## src/hw/edge_measure_pkg.sv

```systemverilog
package edge_measure_pkg;

    // ------------------------------------------------------------------
    // timing
    // ------------------------------------------------------------------
    localparam int unsigned CLK_HZ           = 10_000_000;
    localparam int unsigned CYCLE_US         = 400;        // one pipeline cycle, 0.4 ms
    localparam int unsigned CYCLE_CLKS       = CLK_HZ / 1_000_000 * CYCLE_US;
    localparam int unsigned PIPE_LATENCY     = 3;          // exposure start to output

    // ------------------------------------------------------------------
    // video and mask
    // ------------------------------------------------------------------
    localparam int unsigned PIX_W            = 12;         // pixel index width
    localparam int unsigned PCT_W            = 7;          // mask percent width
    localparam logic [6:0]  MASK_START_RST   = 7'h00;      // 0 %
    localparam logic [6:0]  MASK_END_RST     = 7'h64;      // 100 %
    localparam logic [6:0]  PCT_FULL         = 7'h64;

    // ------------------------------------------------------------------
    // measurement programs
    // ------------------------------------------------------------------
    typedef enum logic [1:0] {
        PROG_DIAMETER,
        PROG_GAP,
        PROG_SEGMENT
    } prog_type;

    typedef enum logic {
        TRIG_FREE_RUN,
        TRIG_EDGE
    } trig_mode_type;

endpackage

```

## src/hw/edge_measure_pipeline.sv

```systemverilog
// Overview of operation
// - each measurement passes exposure, edge finding, computation, output stages
// - result N appears at output three cycles after exposure N starts
// - stages overlap, in free run a new result leaves every cycle after the first
// - one pipeline cycle lasts 0.4 ms, total delay three cycles
// - with triggering, value is available three to four cycles after trigger (exposure starts at the next cycle)
// - the rising trigger edges within one cycle yield exactly one output value
// - only edges inside the start/end mask window are evaluated
// - mask defaults to 0 % start and 100 % end
// - a confirmed mask takes effect immediately
// - reset request stops measuring and restarts as power-on
// - display unit choice never alters measurement outputs
// - gap program flags error without a falling and rising edge
`timescale 1ns/1ps
`default_nettype none

module edge_measure_pipeline
    import edge_measure_pkg::*;
#(
    parameter int unsigned NPIX       = 4096,
    parameter int unsigned CYCLE_LEN  = CYCLE_CLKS
) (
    input  wire logic                          i_ref_clk,
    input  wire logic                          i_rst,
    input  wire logic                          i_reset_req,
    input  wire logic                          i_trigger,
    input  wire edge_measure_pkg::trig_mode_type i_trig_mode,
    input  wire edge_measure_pkg::prog_type    i_prog,
    input  wire logic                          i_unit_inch,
    input  wire logic                          i_mask_we,
    input  wire logic [PCT_W-1:0]              i_mask_start,
    input  wire logic [PCT_W-1:0]              i_mask_end,
    input  wire logic                          i_pix_valid,
    input  wire logic [PIX_W-1:0]              i_pix_index,
    input  wire logic                          i_pix_dark,
    output logic                               o_exposing,
    output logic                               o_cycle_tick,
    output logic                               o_value_valid,
    input  wire logic                          i_value_ready,
    output logic [PIX_W-1:0]                   o_value,
    output logic                               o_value_error,
    output logic                               o_unit_inch
);
    import edge_measure_pkg::*;

    // ------------------------------------------------------------------
    // input synchronisers and local reset
    // ------------------------------------------------------------------
    logic [1:0]       trig_sync_ff;
    logic [1:0]       rreq_sync_ff;
    logic             trig_prev_ff;
    logic             rst_all;
    logic [15:0]      cyc_cnt_ff;
    logic             tick;
    logic             trig_rise;

    // only the second stage is ever read
    always_ff @(posedge i_ref_clk) begin
        if (i_rst) begin
            trig_sync_ff <= 2'h0;
            rreq_sync_ff <= 2'h0;
            trig_prev_ff <= 1'b0;
        end else begin
            trig_sync_ff <= {trig_sync_ff[0], i_trigger};
            rreq_sync_ff <= {rreq_sync_ff[0], i_reset_req};
            trig_prev_ff <= trig_sync_ff[1];
        end
    end

    // reset request acts like power-on: all state except the input synchronisers back to defaults
    assign rst_all   = i_rst || rreq_sync_ff[1];
    assign trig_rise = trig_sync_ff[1] && !trig_prev_ff;

    // ------------------------------------------------------------------
    // cycle divider
    // ------------------------------------------------------------------
    always_ff @(posedge i_ref_clk) begin
        if (rst_all) begin
            cyc_cnt_ff <= 16'h0000;
        end else if (cyc_cnt_ff == 16'(CYCLE_LEN - 1)) begin
            cyc_cnt_ff <= 16'h0000;
        end else begin
            cyc_cnt_ff <= cyc_cnt_ff + 16'h0001;
        end
    end
    assign tick = (cyc_cnt_ff == 16'(CYCLE_LEN - 1));

    // ------------------------------------------------------------------
    // mask configuration
    // ------------------------------------------------------------------
    logic [PCT_W-1:0] mask_lo_ff;
    logic [PCT_W-1:0] mask_hi_ff;
    logic [PIX_W-1:0] win_lo;
    logic [PIX_W-1:0] win_hi;

    // new mask is active at once; reset restores factory window
    always_ff @(posedge i_ref_clk) begin
        if (rst_all) begin
            mask_lo_ff <= MASK_START_RST;
            mask_hi_ff <= MASK_END_RST;
        end else if (i_mask_we) begin
            if (i_mask_start > i_mask_end) begin
                mask_lo_ff <= i_mask_end;
                mask_hi_ff <= i_mask_start;
            end else begin
                mask_lo_ff <= i_mask_start;
                mask_hi_ff <= i_mask_end;
            end
        end
    end

    // percent to pixel index; clamp above 100 %
    function automatic logic [PIX_W-1:0] pct_to_pix(input logic [PCT_W-1:0] p);
        logic [31:0] q;
        q = 32'(NPIX - 1) * 32'((p > PCT_FULL) ? PCT_FULL : p) / 32'(PCT_FULL);
        return q[PIX_W-1:0];
    endfunction

    assign win_lo = pct_to_pix(mask_lo_ff);
    assign win_hi = pct_to_pix(mask_hi_ff);

    // ------------------------------------------------------------------
    // stage 1 exposure gating and stage 2 edge finding
    // ------------------------------------------------------------------
    logic             run_ff;       // exposure happening this cycle
    logic             prev_dark_ff;
    logic             have_pix_ff;
    logic             got_fall_ff, got_rise_ff;
    logic [PIX_W-1:0] first_fall_ff, last_rise_ff;
    logic             in_win;
    logic             trig_pend_ff;

    assign in_win = (i_pix_index >= win_lo) && (i_pix_index <= win_hi);

    // free run exposes every cycle; edge mode exposes once for each cycle holding one or more rising edges
    always_ff @(posedge i_ref_clk) begin
        if (rst_all) begin
            trig_pend_ff <= 1'b0;
            run_ff       <= 1'b0;
        end else begin
            if (tick) begin
                run_ff       <= (i_trig_mode == TRIG_FREE_RUN) || trig_pend_ff || trig_rise;
                trig_pend_ff <= 1'b0;
            end else if (trig_rise) begin
                trig_pend_ff <= 1'b1;
            end
        end
    end

    // edges of the digitised video within the window only
    always_ff @(posedge i_ref_clk) begin
        if (rst_all || tick) begin
            have_pix_ff   <= 1'b0;
            prev_dark_ff  <= 1'b0;
            got_fall_ff   <= 1'b0;
            got_rise_ff   <= 1'b0;
            first_fall_ff <= '0;
            last_rise_ff  <= '0;
        end else if (i_pix_valid && in_win) begin
            have_pix_ff  <= 1'b1;
            prev_dark_ff <= i_pix_dark;
            if (have_pix_ff && i_pix_dark && !prev_dark_ff && !got_fall_ff) begin
                got_fall_ff   <= 1'b1;
                first_fall_ff <= i_pix_index;
            end
            if (have_pix_ff && !i_pix_dark && prev_dark_ff) begin
                got_rise_ff  <= 1'b1;
                last_rise_ff <= i_pix_index;
            end
        end
    end

    // ------------------------------------------------------------------
    // pipeline stages, advanced once per cycle
    // ------------------------------------------------------------------
    logic             s2_vld_ff, s3_vld_ff;
    logic             s2_fall_ff, s2_rise_ff;
    logic [PIX_W-1:0] s2_a_ff, s2_b_ff;
    logic             s3_err_ff;
    logic [PIX_W-1:0] s3_val_ff;
    logic [PIX_W-1:0] avg_prev_ff;
    logic [PIX_W-1:0] raw_val;
    logic             raw_err;
    logic             buf_ready;
    logic             buf_valid;
    logic [PIX_W:0]   buf_data;

    // gap needs a falling and a rising transition in range
    always_comb begin
        raw_err = !(s2_fall_ff && s2_rise_ff);
        raw_val = '0;
        unique case (i_prog)
            PROG_GAP:      raw_val = s2_b_ff - s2_a_ff;
            PROG_SEGMENT:  raw_val = s2_b_ff - s2_a_ff;
            default:       raw_val = s2_b_ff - s2_a_ff;
        endcase
        if (i_prog != PROG_GAP) begin
            raw_err = !(s2_fall_ff || s2_rise_ff);
        end
    end

    // exposure -> edge finding -> compute/average -> output, one step per cycle
    always_ff @(posedge i_ref_clk) begin
        if (rst_all) begin
            s2_vld_ff   <= 1'b0;
            s3_vld_ff   <= 1'b0;
            s2_fall_ff  <= 1'b0;
            s2_rise_ff  <= 1'b0;
            s2_a_ff     <= '0;
            s2_b_ff     <= '0;
            s3_err_ff   <= 1'b0;
            s3_val_ff   <= '0;
            avg_prev_ff <= '0;
        end else if (tick) begin
            s2_vld_ff   <= run_ff;
            s2_fall_ff  <= got_fall_ff;
            s2_rise_ff  <= got_rise_ff;
            s2_a_ff     <= first_fall_ff;
            s2_b_ff     <= last_rise_ff;
            s3_vld_ff   <= s2_vld_ff;
            s3_err_ff   <= raw_err;
            // two-point moving average keeps noise down at no latency cost
            s3_val_ff   <= PIX_W'(({1'b0, raw_val} + {1'b0, avg_prev_ff}) >> 1);
            if (s2_vld_ff) begin
                avg_prev_ff <= raw_val;
            end
        end
    end

    // ------------------------------------------------------------------
    // output stage through the two-entry buffer
    // ------------------------------------------------------------------
    // a full buffer drops every result that arrives while it is full; two slots cover two stall cycles
    result_skid_buffer #(
        .WIDTH (PIX_W + 1)
    ) u_out_buf (
        .i_ref_clk   (i_ref_clk),
        .i_rst       (rst_all),
        .i_in_valid  (tick && s3_vld_ff),
        .o_in_ready  (buf_ready),
        .i_in_data   ({s3_err_ff, s3_val_ff}),
        .o_out_valid (buf_valid),
        .i_out_ready (!o_value_valid),
        .o_out_data  (buf_data)
    );

    // registered outputs; unit flag is display only
    always_ff @(posedge i_ref_clk) begin
        if (rst_all) begin
            o_value_valid <= 1'b0;
            o_value       <= '0;
            o_value_error <= 1'b0;
            o_exposing    <= 1'b0;
            o_cycle_tick  <= 1'b0;
            o_unit_inch   <= 1'b0;
        end else begin
            o_exposing   <= run_ff;
            o_cycle_tick <= tick;
            o_unit_inch  <= i_unit_inch;
            if (o_value_valid && i_value_ready) begin
                o_value_valid <= 1'b0;
            end else if (!o_value_valid && buf_valid) begin
                // valid never waits for ready, so a stalled receiver still sees the word
                o_value_valid <= 1'b1;
                o_value       <= buf_data[PIX_W-1:0];
                o_value_error <= buf_data[PIX_W];
            end
        end
    end
endmodule // edge_measure_pipeline

`default_nettype wire

```

## src/hw/result_skid_buffer.sv

```systemverilog
`timescale 1ns/1ps
`default_nettype none

// two-entry buffer so a receiver stall of up to two results loses none; later results are dropped
module result_skid_buffer #(
    parameter int unsigned WIDTH = 8
) (
    input  wire logic             i_ref_clk,
    input  wire logic             i_rst,
    input  wire logic             i_in_valid,
    output logic                  o_in_ready,
    input  wire logic [WIDTH-1:0] i_in_data,
    output logic                  o_out_valid,
    input  wire logic             i_out_ready,
    output logic [WIDTH-1:0]      o_out_data
);
    logic [WIDTH-1:0] mem_ff [2];
    logic             wr_ptr_ff;
    logic             rd_ptr_ff;
    logic [1:0]       count_ff;
    logic             push;
    logic             pop;

    assign push        = i_in_valid && (count_ff != 2'h2);
    assign pop         = (count_ff != 2'h0) && i_out_ready;
    assign o_in_ready  = (count_ff != 2'h2);
    assign o_out_valid = (count_ff != 2'h0);
    assign o_out_data  = mem_ff[rd_ptr_ff];

    // storage and pointers
    always_ff @(posedge i_ref_clk) begin
        if (i_rst) begin
            wr_ptr_ff <= 1'b0;
            rd_ptr_ff <= 1'b0;
            count_ff  <= 2'h0;
        end else begin
            if (push) begin
                wr_ptr_ff <= ~wr_ptr_ff;
            end
            if (pop) begin
                rd_ptr_ff <= ~rd_ptr_ff;
            end
            count_ff <= count_ff + {1'b0, push} - {1'b0, pop};
        end
    end

    always_ff @(posedge i_ref_clk) begin
        if (push) begin
            mem_ff[wr_ptr_ff] <= i_in_data;
        end
    end

endmodule // result_skid_buffer

`default_nettype wire

```

## config.mk

```make
export PLATFORM = sky130hd
export DESIGN_NAME = edge_measure_pipeline
export DESIGN_NICKNAME = d
export VERILOG_FILES = /design/src/hw/edge_measure_pkg.sv /design/src/hw/edge_measure_pipeline.sv /design/src/hw/result_skid_buffer.sv
export SDC_FILE = /design/constraint.sdc
export NUM_CORES = 1
export LEC_CHECK = 0
export ABC_AREA = 1
export BUFFER_PORTS_ARGS = -buffer_cell sky130_fd_sc_hd__buf_2
export CORE_MARGIN = 10
export CORE_UTILIZATION = 46
export DETAILED_ROUTE_END_ITERATION = 7
export PLACE_DENSITY = 0.6
export SLEW_MARGIN = 20
export SYNTH_ARGS = -nofsm -noshare
export SYNTH_HDL_FRONTEND = slang
export SYNTH_SLANG_ARGS = --single-unit
```

## constraint.sdc

```tcl
create_clock -name i_ref_clk -period 12.2 [get_ports i_ref_clk]
set_input_delay 0.61 -clock i_ref_clk [delete_from_list [all_inputs] [get_ports i_ref_clk]]
set_output_delay 0.61 -clock i_ref_clk [all_outputs]
set_load 0.005 [all_outputs]
```

==> results of run 1 <==
-- per-layer routing --
metal / share of wire (%) / vias to the layer above
met5: 0.066 / -
met3: 3.3 / 35
li1: - / 7139
met1: 46 / 6193
met4: 1.8 / 4
met2: 48 / 178
-- kinds of logic (layout without fill, tap and decap cells) --
kind of cell	count (synthesis)	in the layout
buffers and inverters	444	553
AOI/OAI and AO/OA	336	336
and+or+nand+nor	989	989
xor gates and xnor gates	59	59
adders and majority gates	177	177
other	0	1
DFF	165	165
-- repair_timing --
item | in CTS | in global routing
gates resized for setup | 18 | 187
pin swaps | 8 | 100
buffers inserted | 6 | 39
hold endpoints to repair | 0 | 0
gates cloned | 1 | 1
setup endpoints to repair | 24 | 28
-- cell type report --
class	count	area (um^2)	share of cell area, %
timing repair buffer	111	709.4	4.055
clock inverter	12	98.84	0.5649
inverter	409	1550	8.860
timing repair inverter	2	15.01	0.08581
clock buffer	19	442.9	2.531
sequential	165	3565	20.37
antenna	1	2.502	0.01430
multi-input combinational	1561	10560	60.35
tap	442	553.0	3.161
-- layout by cell type (no fill, tap or decap), types with 6 or more instances in the layout --
cell,n
nand2_1,455
inv_1,341
dfxtp_1,138
ha_1,125
nand2_2,114
nor2_1,113
nand3_1,113
o21ai_0,102
a21oi_1,98
inv_2,54
buf_2,54
buf_4,54
xor2_1,47
nand2_4,47
fa_1,36
nand4_1,35
nand3_2,28
edfxtp_1,26
a21oi_2,24
nor2_2,22
o21ai_1,18
a31oi_1,17
nor2_4,17
clkbuf_16,17
o22ai_1,14
o21ai_2,13
xnor2_1,10
o21bai_1,9
clkinv_1,9
nor3_1,8
ha_4,8
nand4_2,7
o211ai_1,6
fa_2,6
-- final timing paths --
path	from	depth (start not counted)	slack, ps	endpoint
worst max-delay path	mask_lo_ff[1]$_SDFFE_PP0P_	97	170	first_fall_ff[4]$_SDFFE_PP0P_
worst min-delay path	i_value_ready	2	370	o_value_valid$_SDFFE_PP0P_
worst max register to register	mask_lo_ff[1]$_SDFFE_PP0P_	97	170	first_fall_ff[4]$_SDFFE_PP0P_
worst min register to register	trig_sync_ff[0]$_SDFF_PP0_	2	410	trig_sync_ff[1]$_SDFF_PP0_
-- per-stage QoR --
step / hold slack, ps / setup TNS, ps / instance area [um^2]
after global routing: 367.2 / -18390 / 17490
after global placement: 390.8 / 0 / 15840
after detailed placement: 402.9 / -6514 / 15840
final: 371.3 / 0 / 17500
after CTS: 352.0 / 0 / 16500
after floorplan: 388.3 / 0 / 15050
-- state kept, by name (all words and copies together) (netlist names), 2 cells and up --
signal              cells
o_value                12
rreq_sync_ff            2
trig_sync_ff            2
s2_b_ff                12
avg_prev_ff            12
u_out_buf.mem_ff       26
mask_hi_ff              7
s3_val_ff              12
u_out_buf.count_ff      2
mask_lo_ff              7
first_fall_ff          12
s2_a_ff                12
last_rise_ff           12
cyc_cnt_ff             16
==> impl_results.md, run 1 <==
- M1 GR Usage: 20.62%
- Gpl congestion: 0.8853
- Run status: finished, final reports clean
- Worst Tran Pin Value: between 1000 and 1500 ps
- Hold_buf cts: 0
- TritonCTS clock tree: built
- Syn_nets: 2,385
- Max transition margin: 32.23%
- Area delta synth->final: 16.27%
- Pin count of the biggest net entering global routing: 61
- Worst Path Buf+Inv: 11
- Post-synthesis simple-gate area fraction: between 30% and 40%
- Main combinational cell family by area after synthesis: simple AND/OR/NAND/NOR gates
- Initial Util: 46.49%
- Synth Flop Type: dfxtp_1
- Largest buffer count on any clock path: 2
- Synth area leaders: dfxtp_1 18%, nand2_1 12%, ha_1 11%, inv_1 8.9%, fa_1 5.6%
- Die extent in y: 200.9 um
- Post-route non-filler standard cell count: ~2,700
- Root buf cell: clkbuf_16
- Gate Count Post-Synth: 2,170
- GR Layer Usage met2: 28.49%
- First-pass GRT wire length: between 50 and 60 mm
- Total GRT Usage: 16.41%
- NumNets Final: 2,482
- Final period util: 98.57%
- Drt wl/cell: 12.83 um
- GRT overflow: 0
- Port Buffers: 54
- Period minus WS final: ~12,000 ps
- Crit Path Max Fanout: 6
- Max incr delay on CP: 660 ps
- Post-synth EDFFs: 26
- Slowest cell on the critical path: fa_2
- Die area: slightly above 40,000 um^2
- Mapped Area: 15,050 um^2
- Ports: 55
- First DRT Iteration DRCs: 562
- Final Hold Vio Count: 0
- Most frequent cell after synthesis: nand2_1
- Initial antenna violation count: 4
- CTS buffer count: 17
- Asr flop ratio synth: 0%
- H-Tree Depth: 4
- Total core area: between 30,000 and 40,000 um^2
- Met3 Use GR: between 2 and 3%
- Worst setup path class: reg2reg
- Post-route worst setup slack: 174.8 ps
- Final setup skew: 14.88 ps
- Commonest cells in the netlist: 495 x nand2_1, 356 x inv_1, 139 x dfxtp_1
- Residual DRC: 0
- RSZ-0062 raised after global routing: yes
- WP data required: 12,550 ps
- Setup-failing EPs final: 0
- Post-synth cell types: 58
- Share of the synthesized area in the top cell type: 18.49%
- Antenna viol nets, final: 0
- Ratio of cells with drive above 1 in the final layout: a little under a quarter
- Slew Limit Fails: 0
- CP Capture Type: flip-flop
- Clock Sinks: 165
- Vias in the first global route: about 12,000
- Place WS: -429.7 ps
- Hold Crit Class: in2reg
- #FFs+latches synth: around 170
- Adder-Cell Fraction of Synth Area: 16.81%
- Drt via density: 4.978
- Worst setup SP type: flip-flop
- Rows: 66
- CP arrival: approximately 12,000 ps
- Fmax: 0.08316 GHz
- DIE WIDTH: 200.9 um
- Compound-cell area share of the yosys netlist: 12.75%
- Vias post-DR: 13,550
- Clk Latency, worst-skew pair: 430 ps
- CTS clk-pin slew, worst paths: 70 ps
- Crit-path leading delay family: simple AND/OR/NAND/NOR gates
- GR peak layer: met2
- Drt total wl: 34.91 mm
- Hpwl dp: 27.27 mm
- Filler cells: ~3,100
- XOR/XNOR Fraction of Synth Area: 3.434%
- Final core utilization: 54.05%
- Sequential area share after synthesis: 23.68%
- Avg Inst Size Synth: 6.935 um^2
- Leading area contributor after synthesis: dfxtp_1
- Dpl cells: around 2,600
- Mux cell area share after synthesis: 0%
- Syn. warnings: 0
- Most frequent CP cell: nand2_4
- Max cap viols: 0
- Pre-antenna DRT Iters: 4
Power of run 1 is not shown: default switching activity piles up to over one toggle a cycle in this logic, so the estimate is an artifact.
==> run 2: changes to the inputs <==
--- a/config.mk
+++ b/config.mk
@@ -10,7 +10,7 @@
 export CORE_MARGIN = 10
 export CORE_UTILIZATION = 46
 export DETAILED_ROUTE_END_ITERATION = 7
-export PLACE_DENSITY = 0.6
+export PLACE_DENSITY = 0.63
 export SLEW_MARGIN = 20
 export SYNTH_ARGS = -nofsm -noshare
 export SYNTH_HDL_FRONTEND = slang
==> constraint.sdc (replaced) <==
create_clock -name i_ref_clk -period 9.95 [get_ports i_ref_clk]
set_input_delay 0.4975 -clock i_ref_clk [delete_from_list [all_inputs] [get_ports i_ref_clk]]
set_output_delay 0.4975 -clock i_ref_clk [all_outputs]
set_load 0.005 [all_outputs]
==> run 2 against run 1 <==
The run now ends with setup timing left. Final area rose by 12%. Cell count up 9.3%. Die area is the same. Global-route usage grew 1.2 points. Non-clock buffer count is 254 higher. Sequential cell count unchanged. Worst hold slack got worse by 140 ps. Sequential share of layout area down 2.2 points. Via count grew 7.1%. First-iteration DRC count is 4.3% lower.
==> impl_results.md, run 2 (synthesis gave the netlist of run 1 again) <==
- Final setup skew: 12.97 ps (was 14.88 ps)
- Drt wl/cell: 12.23 um (was 12.83 um)
- H-Tree Depth: 4 (unchanged)
- Crit Path Max Fanout: 8 (was 6)
- Hpwl dp: 28.59 mm (was 27.27 mm)
- Slew Limit Fails: 0 (unchanged)
- Vias in the first global route: 14,130 (was 12,310)
- Ratio of cells with drive above 1 in the final layout: 31.46% (was 22.99%)
- DIE WIDTH: 200.9 um (unchanged)
- Register area: 3566 um^2 (was 3565 um^2)
- Ports: 55 (unchanged)
- Min-Delay Path Depth: 2 (unchanged)
- Fmax: 0.08478 GHz (was 0.08316 GHz)
- Top Registers: u_out_buf.mem_ff: 26 flops, cyc_cnt_ff: 16 flops (unchanged)
- Period minus WS final: 11,790 ps (was 12,030 ps)
- Drt via density: 4.875 (was 4.978)
- Hold Crit Class: in2reg (unchanged)
- Most common cell after layout, fill and taps aside: nand2_1 (unchanged)
- Total core area: 32,370 um^2 (unchanged)
- TritonCTS clock tree: built (unchanged)
- Final Hold Vio Count: 0 (unchanged)
- Fin Hold WS: 233.6 ps (was 371.3 ps)
- Max transition margin: 28.49% (was 32.23%)
- Max incr delay on CP: 610 ps (was 660 ps)
- Setup-failing EPs final: 28 (was 0)
- Antenna viol nets, final: 0 (unchanged)
- CTS buffer count: 17 (unchanged)
- Clk Latency, worst-skew pair: 440 ps (was 430 ps)
- Largest buffer count on any clock path: 2 (unchanged)
- Slowest cell on the critical path: fa_2 (unchanged)
- Pin count of the biggest net entering global routing: 60 (was 61)
- Port Buffers: 54 (unchanged)
- Drt total wl: 36.40 mm (was 34.91 mm)
- Filler cells: 2,959 (was 3,143)
- Root buf cell: clkbuf_16 (unchanged)
- Die area: 40,350 um^2 (unchanged)
- Worst setup path class: reg2reg (unchanged)
- Setup TNS: -48,210 ps (was 0 ps)
- Area of the multi-input gates: 10,710 um^2 (was 10,560 um^2)
- Initial antenna violation count: 1 (was 4)
- CP arrival: 12,130 ps (was 12,380 ps)
- Failing checks: setup timing
- Max cap viols: 0 (unchanged)
- Reg with most FFs: u_out_buf.mem_ff (unchanged)
- Area delta synth->final: 30.41% (was 16.27%)
- Run status: finished with violations (was finished, final reports clean)
- WP data required: 10,280 ps (was 12,550 ps)
- CTS clk-pin slew, worst paths: 70 ps (about the same)
- Rows: 66 (unchanged)
- Placed Area: 17,880 um^2 (was 15,840 um^2)
- Die extent in y: 200.9 um (unchanged)
- Commonest cells after routing, fill and taps aside: 443 x nand2_1, 341 x inv_1, 307 x buf_4, 137 x dfxtp_1, 124 x ha_1 (was 455 x nand2_1, 341 x inv_1, 138 x dfxtp_1, 125 x ha_1, 114 x nand2_2)
- First DRT Iteration DRCs: 538 (was 562)
- Gpl congestion: 0.8724 (was 0.8853)
- Vias post-DR: 14,510 (was 13,550)
- RSZ-0062 raised after global routing: yes (unchanged)
- Clock Sinks: 165 (unchanged)
- Reg2Reg Depth: 89 (was 97)
- Initial Util: 46.49% (unchanged)
- First-pass GRT wire length: 61.80 mm (was 57.02 mm)
- Pre-antenna DRT Iters: 5 (was 4)
- Total GRT Usage: 17.58% (was 16.41%)
- Final instance area: 19,620 um^2 (was 17,500 um^2)
- NumNets Final: 2,735 (was 2,482)
- Post-route worst setup slack: -1845 ps (was 174.8 ps)
- Worst Tran Pin Value: 1069 ps (was 1013 ps)
- Worst setup SP type: flip-flop (unchanged)
- Residual DRC: 0 (unchanged)
- Largest register FFs: 26 (unchanged)
- Final period util: 118.5% (was 98.57%)
- Final core utilization: 60.62% (was 54.05%)
- CP Capture Type: flip-flop (unchanged)
- GRT overflow: 0 (unchanged)
run 2: cell types whose count changed in the layout (fill, tap and decap cells not counted), moves of 4 or more:
cell      previous run  this run
nand2_1            455       443
nand2_2            114       119
nand3_2             28        35
clkinv_8             0         4
o21ai_0            102        98
buf_4               54       307
o21ai_1             18        27
nand3_1            113       103
o21ai_2             13         8
a21oi_1             98       102
nand2_4             47        51
run 2: path summary, 6_finish.rpt:
kind / from / to / slack (ps)
setup / recovery: mask_lo_ff[0]$_SDFFE_PP0P_ / first_fall_ff[3]$_SDFFE_PP0P_ / -1840
hold / removal: i_value_ready / o_value_valid$_SDFFE_PP0P_ / 230
setup reg to reg: mask_lo_ff[0]$_SDFFE_PP0P_ / first_fall_ff[3]$_SDFFE_PP0P_ / -1840
hold reg to reg: rreq_sync_ff[0]$_SDFF_PP0_ / rreq_sync_ff[1]$_SDFF_PP0_ / 410
run 2: timing repair:
action,4_1_cts,5_1_grt
pin swaps,14,60
gates cloned,1,0
setup endpoints to repair,28,28
buffers inserted,33,19
hold buffers,0,0
hold endpoints to repair,0,0
gates resized for setup,55,135
run 2: worst max-delay path: cells and delay by family (launching register included):
family	cells	cell delay (ps)
flip-flops	1	330
adder cells (fa/ha/maj)	6	2350
buffers and inverters	22	2620
AO/OA/AOI/OAI	12	1490
XOR/XNOR	2	420
AND/OR/NAND/NOR	47	4410
run 2: layout make-up:
type	count	area share, %
Antenna cell	1	0.01275
Sequential cell	165	18.17
Timing Repair inverter	1	0.03826
Tap cell	442	2.818
Timing Repair Buffer	365	13.40
Clock buffer	17	2.168
Inverter	409	7.906
Multi-Input combinational cell	1561	54.55
Clock inverter	15	0.9373
run 2: per-stage QoR:
stage          setup WS [ps]  std cells
6_report               -1845       2976
5_1_grt                -2673       2975
4_1_cts                -1551       2956
3_5_place_dp           -1776       2890
3_3_place_gp           -1312       2890
2_1_floorplan         -791.8       2170
run 2: layer usage:
metal  vias up  part of all wire (%)  track usage [%]
met5         -                     0                0
li1       7648                     -                -
met2       170                    53            33.76
met3        36                   2.4            1.953
met4         0                   1.3            4.382
met1      6654                    44            20.06
Power of run 2 is left out for the same reason.
==> run 3: changes to the inputs <==
--- a/config.mk
+++ b/config.mk
@@ -10,8 +10,10 @@
 export CORE_MARGIN = 10
 export CORE_UTILIZATION = 46
 export DETAILED_ROUTE_END_ITERATION = 7
-export PLACE_DENSITY = 0.63
+export GPL_TIMING_DRIVEN = 0
+export PLACE_DENSITY = 0.62
 export SLEW_MARGIN = 20
 export SYNTH_ARGS = -nofsm -noshare
 export SYNTH_HDL_FRONTEND = slang
+export SYNTH_HIERARCHICAL = 1
 export SYNTH_SLANG_ARGS = --single-unit
==> run 3 against run 2 <==
The run still ends with setup timing left. Worst setup slack got worse by 640 ps. Sequential cell count rose by 1. Clock-buffer cell count up 5. Sequential share of layout area rose by 0.65 points. Critical path depth fell by 2. Synthesized cell count grew 0.46%. Die area grew 1.9%. First-iteration DRC count up 16%. Highest routed layer unchanged.
==> impl_results.md, run 3 <==
- CTS clk-pin slew, worst paths: 70 ps (about the same)
- Largest buffer count on any clock path: 2 (unchanged)
- Most common cell after layout, fill and taps aside: nand2_1 (unchanged)
- CTS buffer count: 17 (unchanged)
- Commonest cells in the netlist: 444 x nand2_1, 360 x inv_1, 148 x nand3_1 (was 495 x nand2_1, 356 x inv_1, 139 x dfxtp_1)
- Vias post-DR: 14,230 (was 14,510)
- Setup-failing EPs final: 28 (unchanged)
- XOR/XNOR Fraction of Synth Area: 2.906% (was 3.434%)
- Main combinational cell family by area after synthesis: simple AND/OR/NAND/NOR gates (unchanged)
- Post-synth cell types: 67 (was 58)
- Synth Flop Type: dfxtp_1 (unchanged)
- Synth area leaders: dfxtp_1 18%, ha_1 11%, nand2_1 11%, inv_1 8.8%, fa_1 5.5% (was dfxtp_1 18%, nand2_1 12%, ha_1 11%, inv_1 8.9%, fa_1 5.6%)
- Drt total wl: 37.62 mm (was 36.40 mm)
- RSZ-0062 raised after global routing: yes (unchanged)
- TritonCTS clock tree: built (unchanged)
- Asr flop ratio synth: 0% (unchanged)
- Ports: 55 (unchanged)
- Worst setup SP type: flip-flop (unchanged)
- Ratio of cells with drive above 1 in the final layout: 28.60% (was 31.46%)
- Vias in the first global route: 14,170 (was 14,130)
- Reg with most FFs: u_out_buf/mem_ff (was u_out_buf.mem_ff)
- WP data required: 10,260 ps (was 10,280 ps)
- Initial antenna violation count: 1 (unchanged)
- Total core area: 32,780 um^2 (was 32,370 um^2)
- Max incr delay on CP: 590 ps (was 610 ps)
- First DRT Iteration DRCs: 625 (was 538)
- First-pass GRT wire length: 64.00 mm (was 61.80 mm)
- Mux cell area share after synthesis: 1.197% (was 0%)
- Largest register FFs: 26 (unchanged)
- Post-synth EDFFs: 26 (unchanged)
- #FFs+latches synth: 166 (was 165)
- DIE WIDTH: 202.8 um (was 200.9 um)
- Sequential area share after synthesis: 23.31% (was 23.68%)
- Area of the multi-input gates: 11,290 um^2 (was 10,710 um^2)
- Slew Limit Fails: 0 (unchanged)
- Clk Latency, worst-skew pair: 430 ps (was 440 ps)
- Total GRT Usage: 18.24% (was 17.58%)
- GRT overflow: 0 (unchanged)
- Compound-cell area share of the yosys netlist: 12.54% (was 12.75%)
- Fin Hold WS: 275.1 ps (was 233.6 ps)
- Failing checks: setup timing (unchanged)
- Top Registers: u_out_buf/mem_ff: 26 flops, cyc_cnt_ff: 16 flops (was u_out_buf.mem_ff: 26 flops, cyc_cnt_ff: 16 flops)
- Max cap viols: 0 (unchanged)
- Hpwl dp: 28.34 mm (was 28.59 mm)
- Syn_nets: 2,394 (was 2,385)
- Pin count of the biggest net entering global routing: 17 (was 60)
- Slowest cell on the critical path: fa_2 (unchanged)
- Share of the synthesized area in the top cell type: 18.23% (was 18.49%)
- Register area: 3586 um^2 (was 3566 um^2)
- Final period util: 124.9% (was 118.5%)
- Antenna viol nets, final: 0 (unchanged)
- Fmax: 0.08044 GHz (was 0.08478 GHz)
- Setup TNS: -67,180 ps (was -48,210 ps)
- Worst setup path class: reg2reg (unchanged)
- Max transition margin: 31.17% (was 28.49%)
- Syn. warnings: 6 (was 0)
- Post-route worst setup slack: -2482 ps (was -1845 ps)
- Drt via density: 5.026 (was 4.875)
- Area delta synth->final: 23.93% (was 30.41%)
- Drt wl/cell: 13.29 um (was 12.23 um)
- CP Capture Type: flip-flop (unchanged)
- Avg Inst Size Synth: 7.051 um^2 (was 6.935 um^2)
- Pre-antenna DRT Iters: 5 (unchanged)
- Final Hold Vio Count: 0 (unchanged)
- Reg2Reg Setup Slack: -2480 ps (was -1840 ps)
- Hold_buf cts: 0 (unchanged)
- NumNets Final: 2,589 (was 2,735)
- Leading area contributor after synthesis: dfxtp_1 (unchanged)
- Hold Crit Class: in2reg (unchanged)
- Post-synthesis simple-gate area fraction: 32.72% (was 32.16%)
- Residual DRC: 0 (unchanged)
- Crit Path Max Fanout: 5 (was 8)
- Run status: finished with violations (unchanged)
- CP arrival: 12,740 ps (was 12,130 ps)
- Most frequent CP cell: buf_4
- Clock Sinks: 166 (was 165)
- Filler cells: 3,019 (was 2,959)
- Gate Count Post-Synth: 2,180 (was 2,170)
- Port Buffers: 53 (was 54)
- Commonest cells after routing, fill and taps aside: 383 x nand2_1, 340 x inv_1, 138 x dfxtp_1, 131 x nor2_1, 125 x ha_1 (was 443 x nand2_1, 341 x inv_1, 307 x buf_4, 137 x dfxtp_1, 124 x ha_1)
- Final setup skew: 9.376 ps (was 12.97 ps)
- Place WS: -2671 ps (was -1776 ps)
- Worst Tran Pin Value: 1025 ps (was 1069 ps)
- Root buf cell: clkbuf_16 (unchanged)
- Mapped Area: 15,370 um^2 (was 15,050 um^2)
- Adder-Cell Fraction of Synth Area: 16.38% (was 16.81%)
- Rows: 66 (unchanged)
- Die extent in y: 202.8 um (was 200.9 um)
- H-Tree Depth: 4 (unchanged)
- Initial Util: 46.89% (was 46.49%)
- Most frequent cell after synthesis: nand2_1 (unchanged)
- Die area: 41,130 um^2 (was 40,350 um^2)
- Gpl congestion: 0.8733 (was 0.8724)
- Period minus WS final: 12,430 ps (was 11,790 ps)
[run 3: changes by cell type in the layout (fill, tap and decap cells not counted), moves of 6 or more]
cell,change
o21ai_0,-7
nand3_1,+15
a31oi_1,-12
xor2_1,-14
nand2_1,-60
mux2_4,+10
o21ai_2,+10
buf_6,+9
nand2_4,+26
buf_4,-196
clkinv_1,-6
clkbuf_1,+27
nor2_1,+21
[run 3: routing by layer]
layer,track usage [%],wire (um),up-vias
li1,-,-,7405
met1,19.50,15310,6553
met2,35.29,20150,194
met3,2.102,805,76
met4,7.594,1353,0
met5,0,0,-
[run 3: through the flow]
stage	utilization, %	cell area [um^2]	std cells
finish	58.11	19050	2831
global route	58.11	19050	2831
CTS	56.45	18510	2812
detailed placement	50.06	16410	2675
global placement	50.06	16410	2675
floorplan	-	15590	2180
[run 3: kinds of logic (layout without fill, tap and decap cells)]
logic type	Yosys count	after routing
adders and majority gates	176	176
AOI/OAI and AO/OA	340	340
DFF	166	166
xor gates and xnor gates	48	48
and+or+nand+nor	997	997
muxes	13	13
buffers and inverters	440	648
other	0	1
[run 3: critical path: cells and delay by family (launching register included)]
kind | cells | cell delay [ps]
DFF | 1 | 320
and+or+nand+nor | 21 | 2290
AOI/OAI and AO/OA | 4 | 530
adders and majority gates | 6 | 2480
buffers and inverters | 56 | 6650
[run 3: final timing paths]
path / cells after the start / start / endpoint
max: 87 / mask_lo_ff[0]$_SDFFE_PP0P_ / first_fall_ff[9]$_SDFFE_PP0P_
min reg2reg: 2 / trig_sync_ff[0]$_SDFF_PP0_ / trig_sync_ff[1]$_SDFF_PP0_
min: 3 / i_reset_req / rreq_sync_ff[0]$_SDFF_PP0_
max reg2reg: 87 / mask_lo_ff[0]$_SDFFE_PP0P_ / first_fall_ff[9]$_SDFFE_PP0P_
[run 3: area by class of cell]
type | instances | share of cell area, %
diodes | 1 | 0.01314
clock inverters | 10 | 0.5780
clock buffers | 22 | 2.608
repair buffers | 177 | 6.693
flip-flops and latches | 166 | 18.82
well taps | 442 | 2.903
plain buffers | 32 | 0.9261
multi-input cells | 1574 | 59.27
inverters | 407 | 8.184
[run 3: repair_timing]
| action | CTS | global route |
|---|---|---|
| pin swaps | 88 | 105 |
| buffers inserted | 105 | 19 |
| resized for setup | 184 | 104 |
| cloned | 2 | 1 |
| hold endpoints to repair | 0 | 0 |
| setup endpoints to repair | 28 | 28 |
Power of run 3 is left out for the same reason.
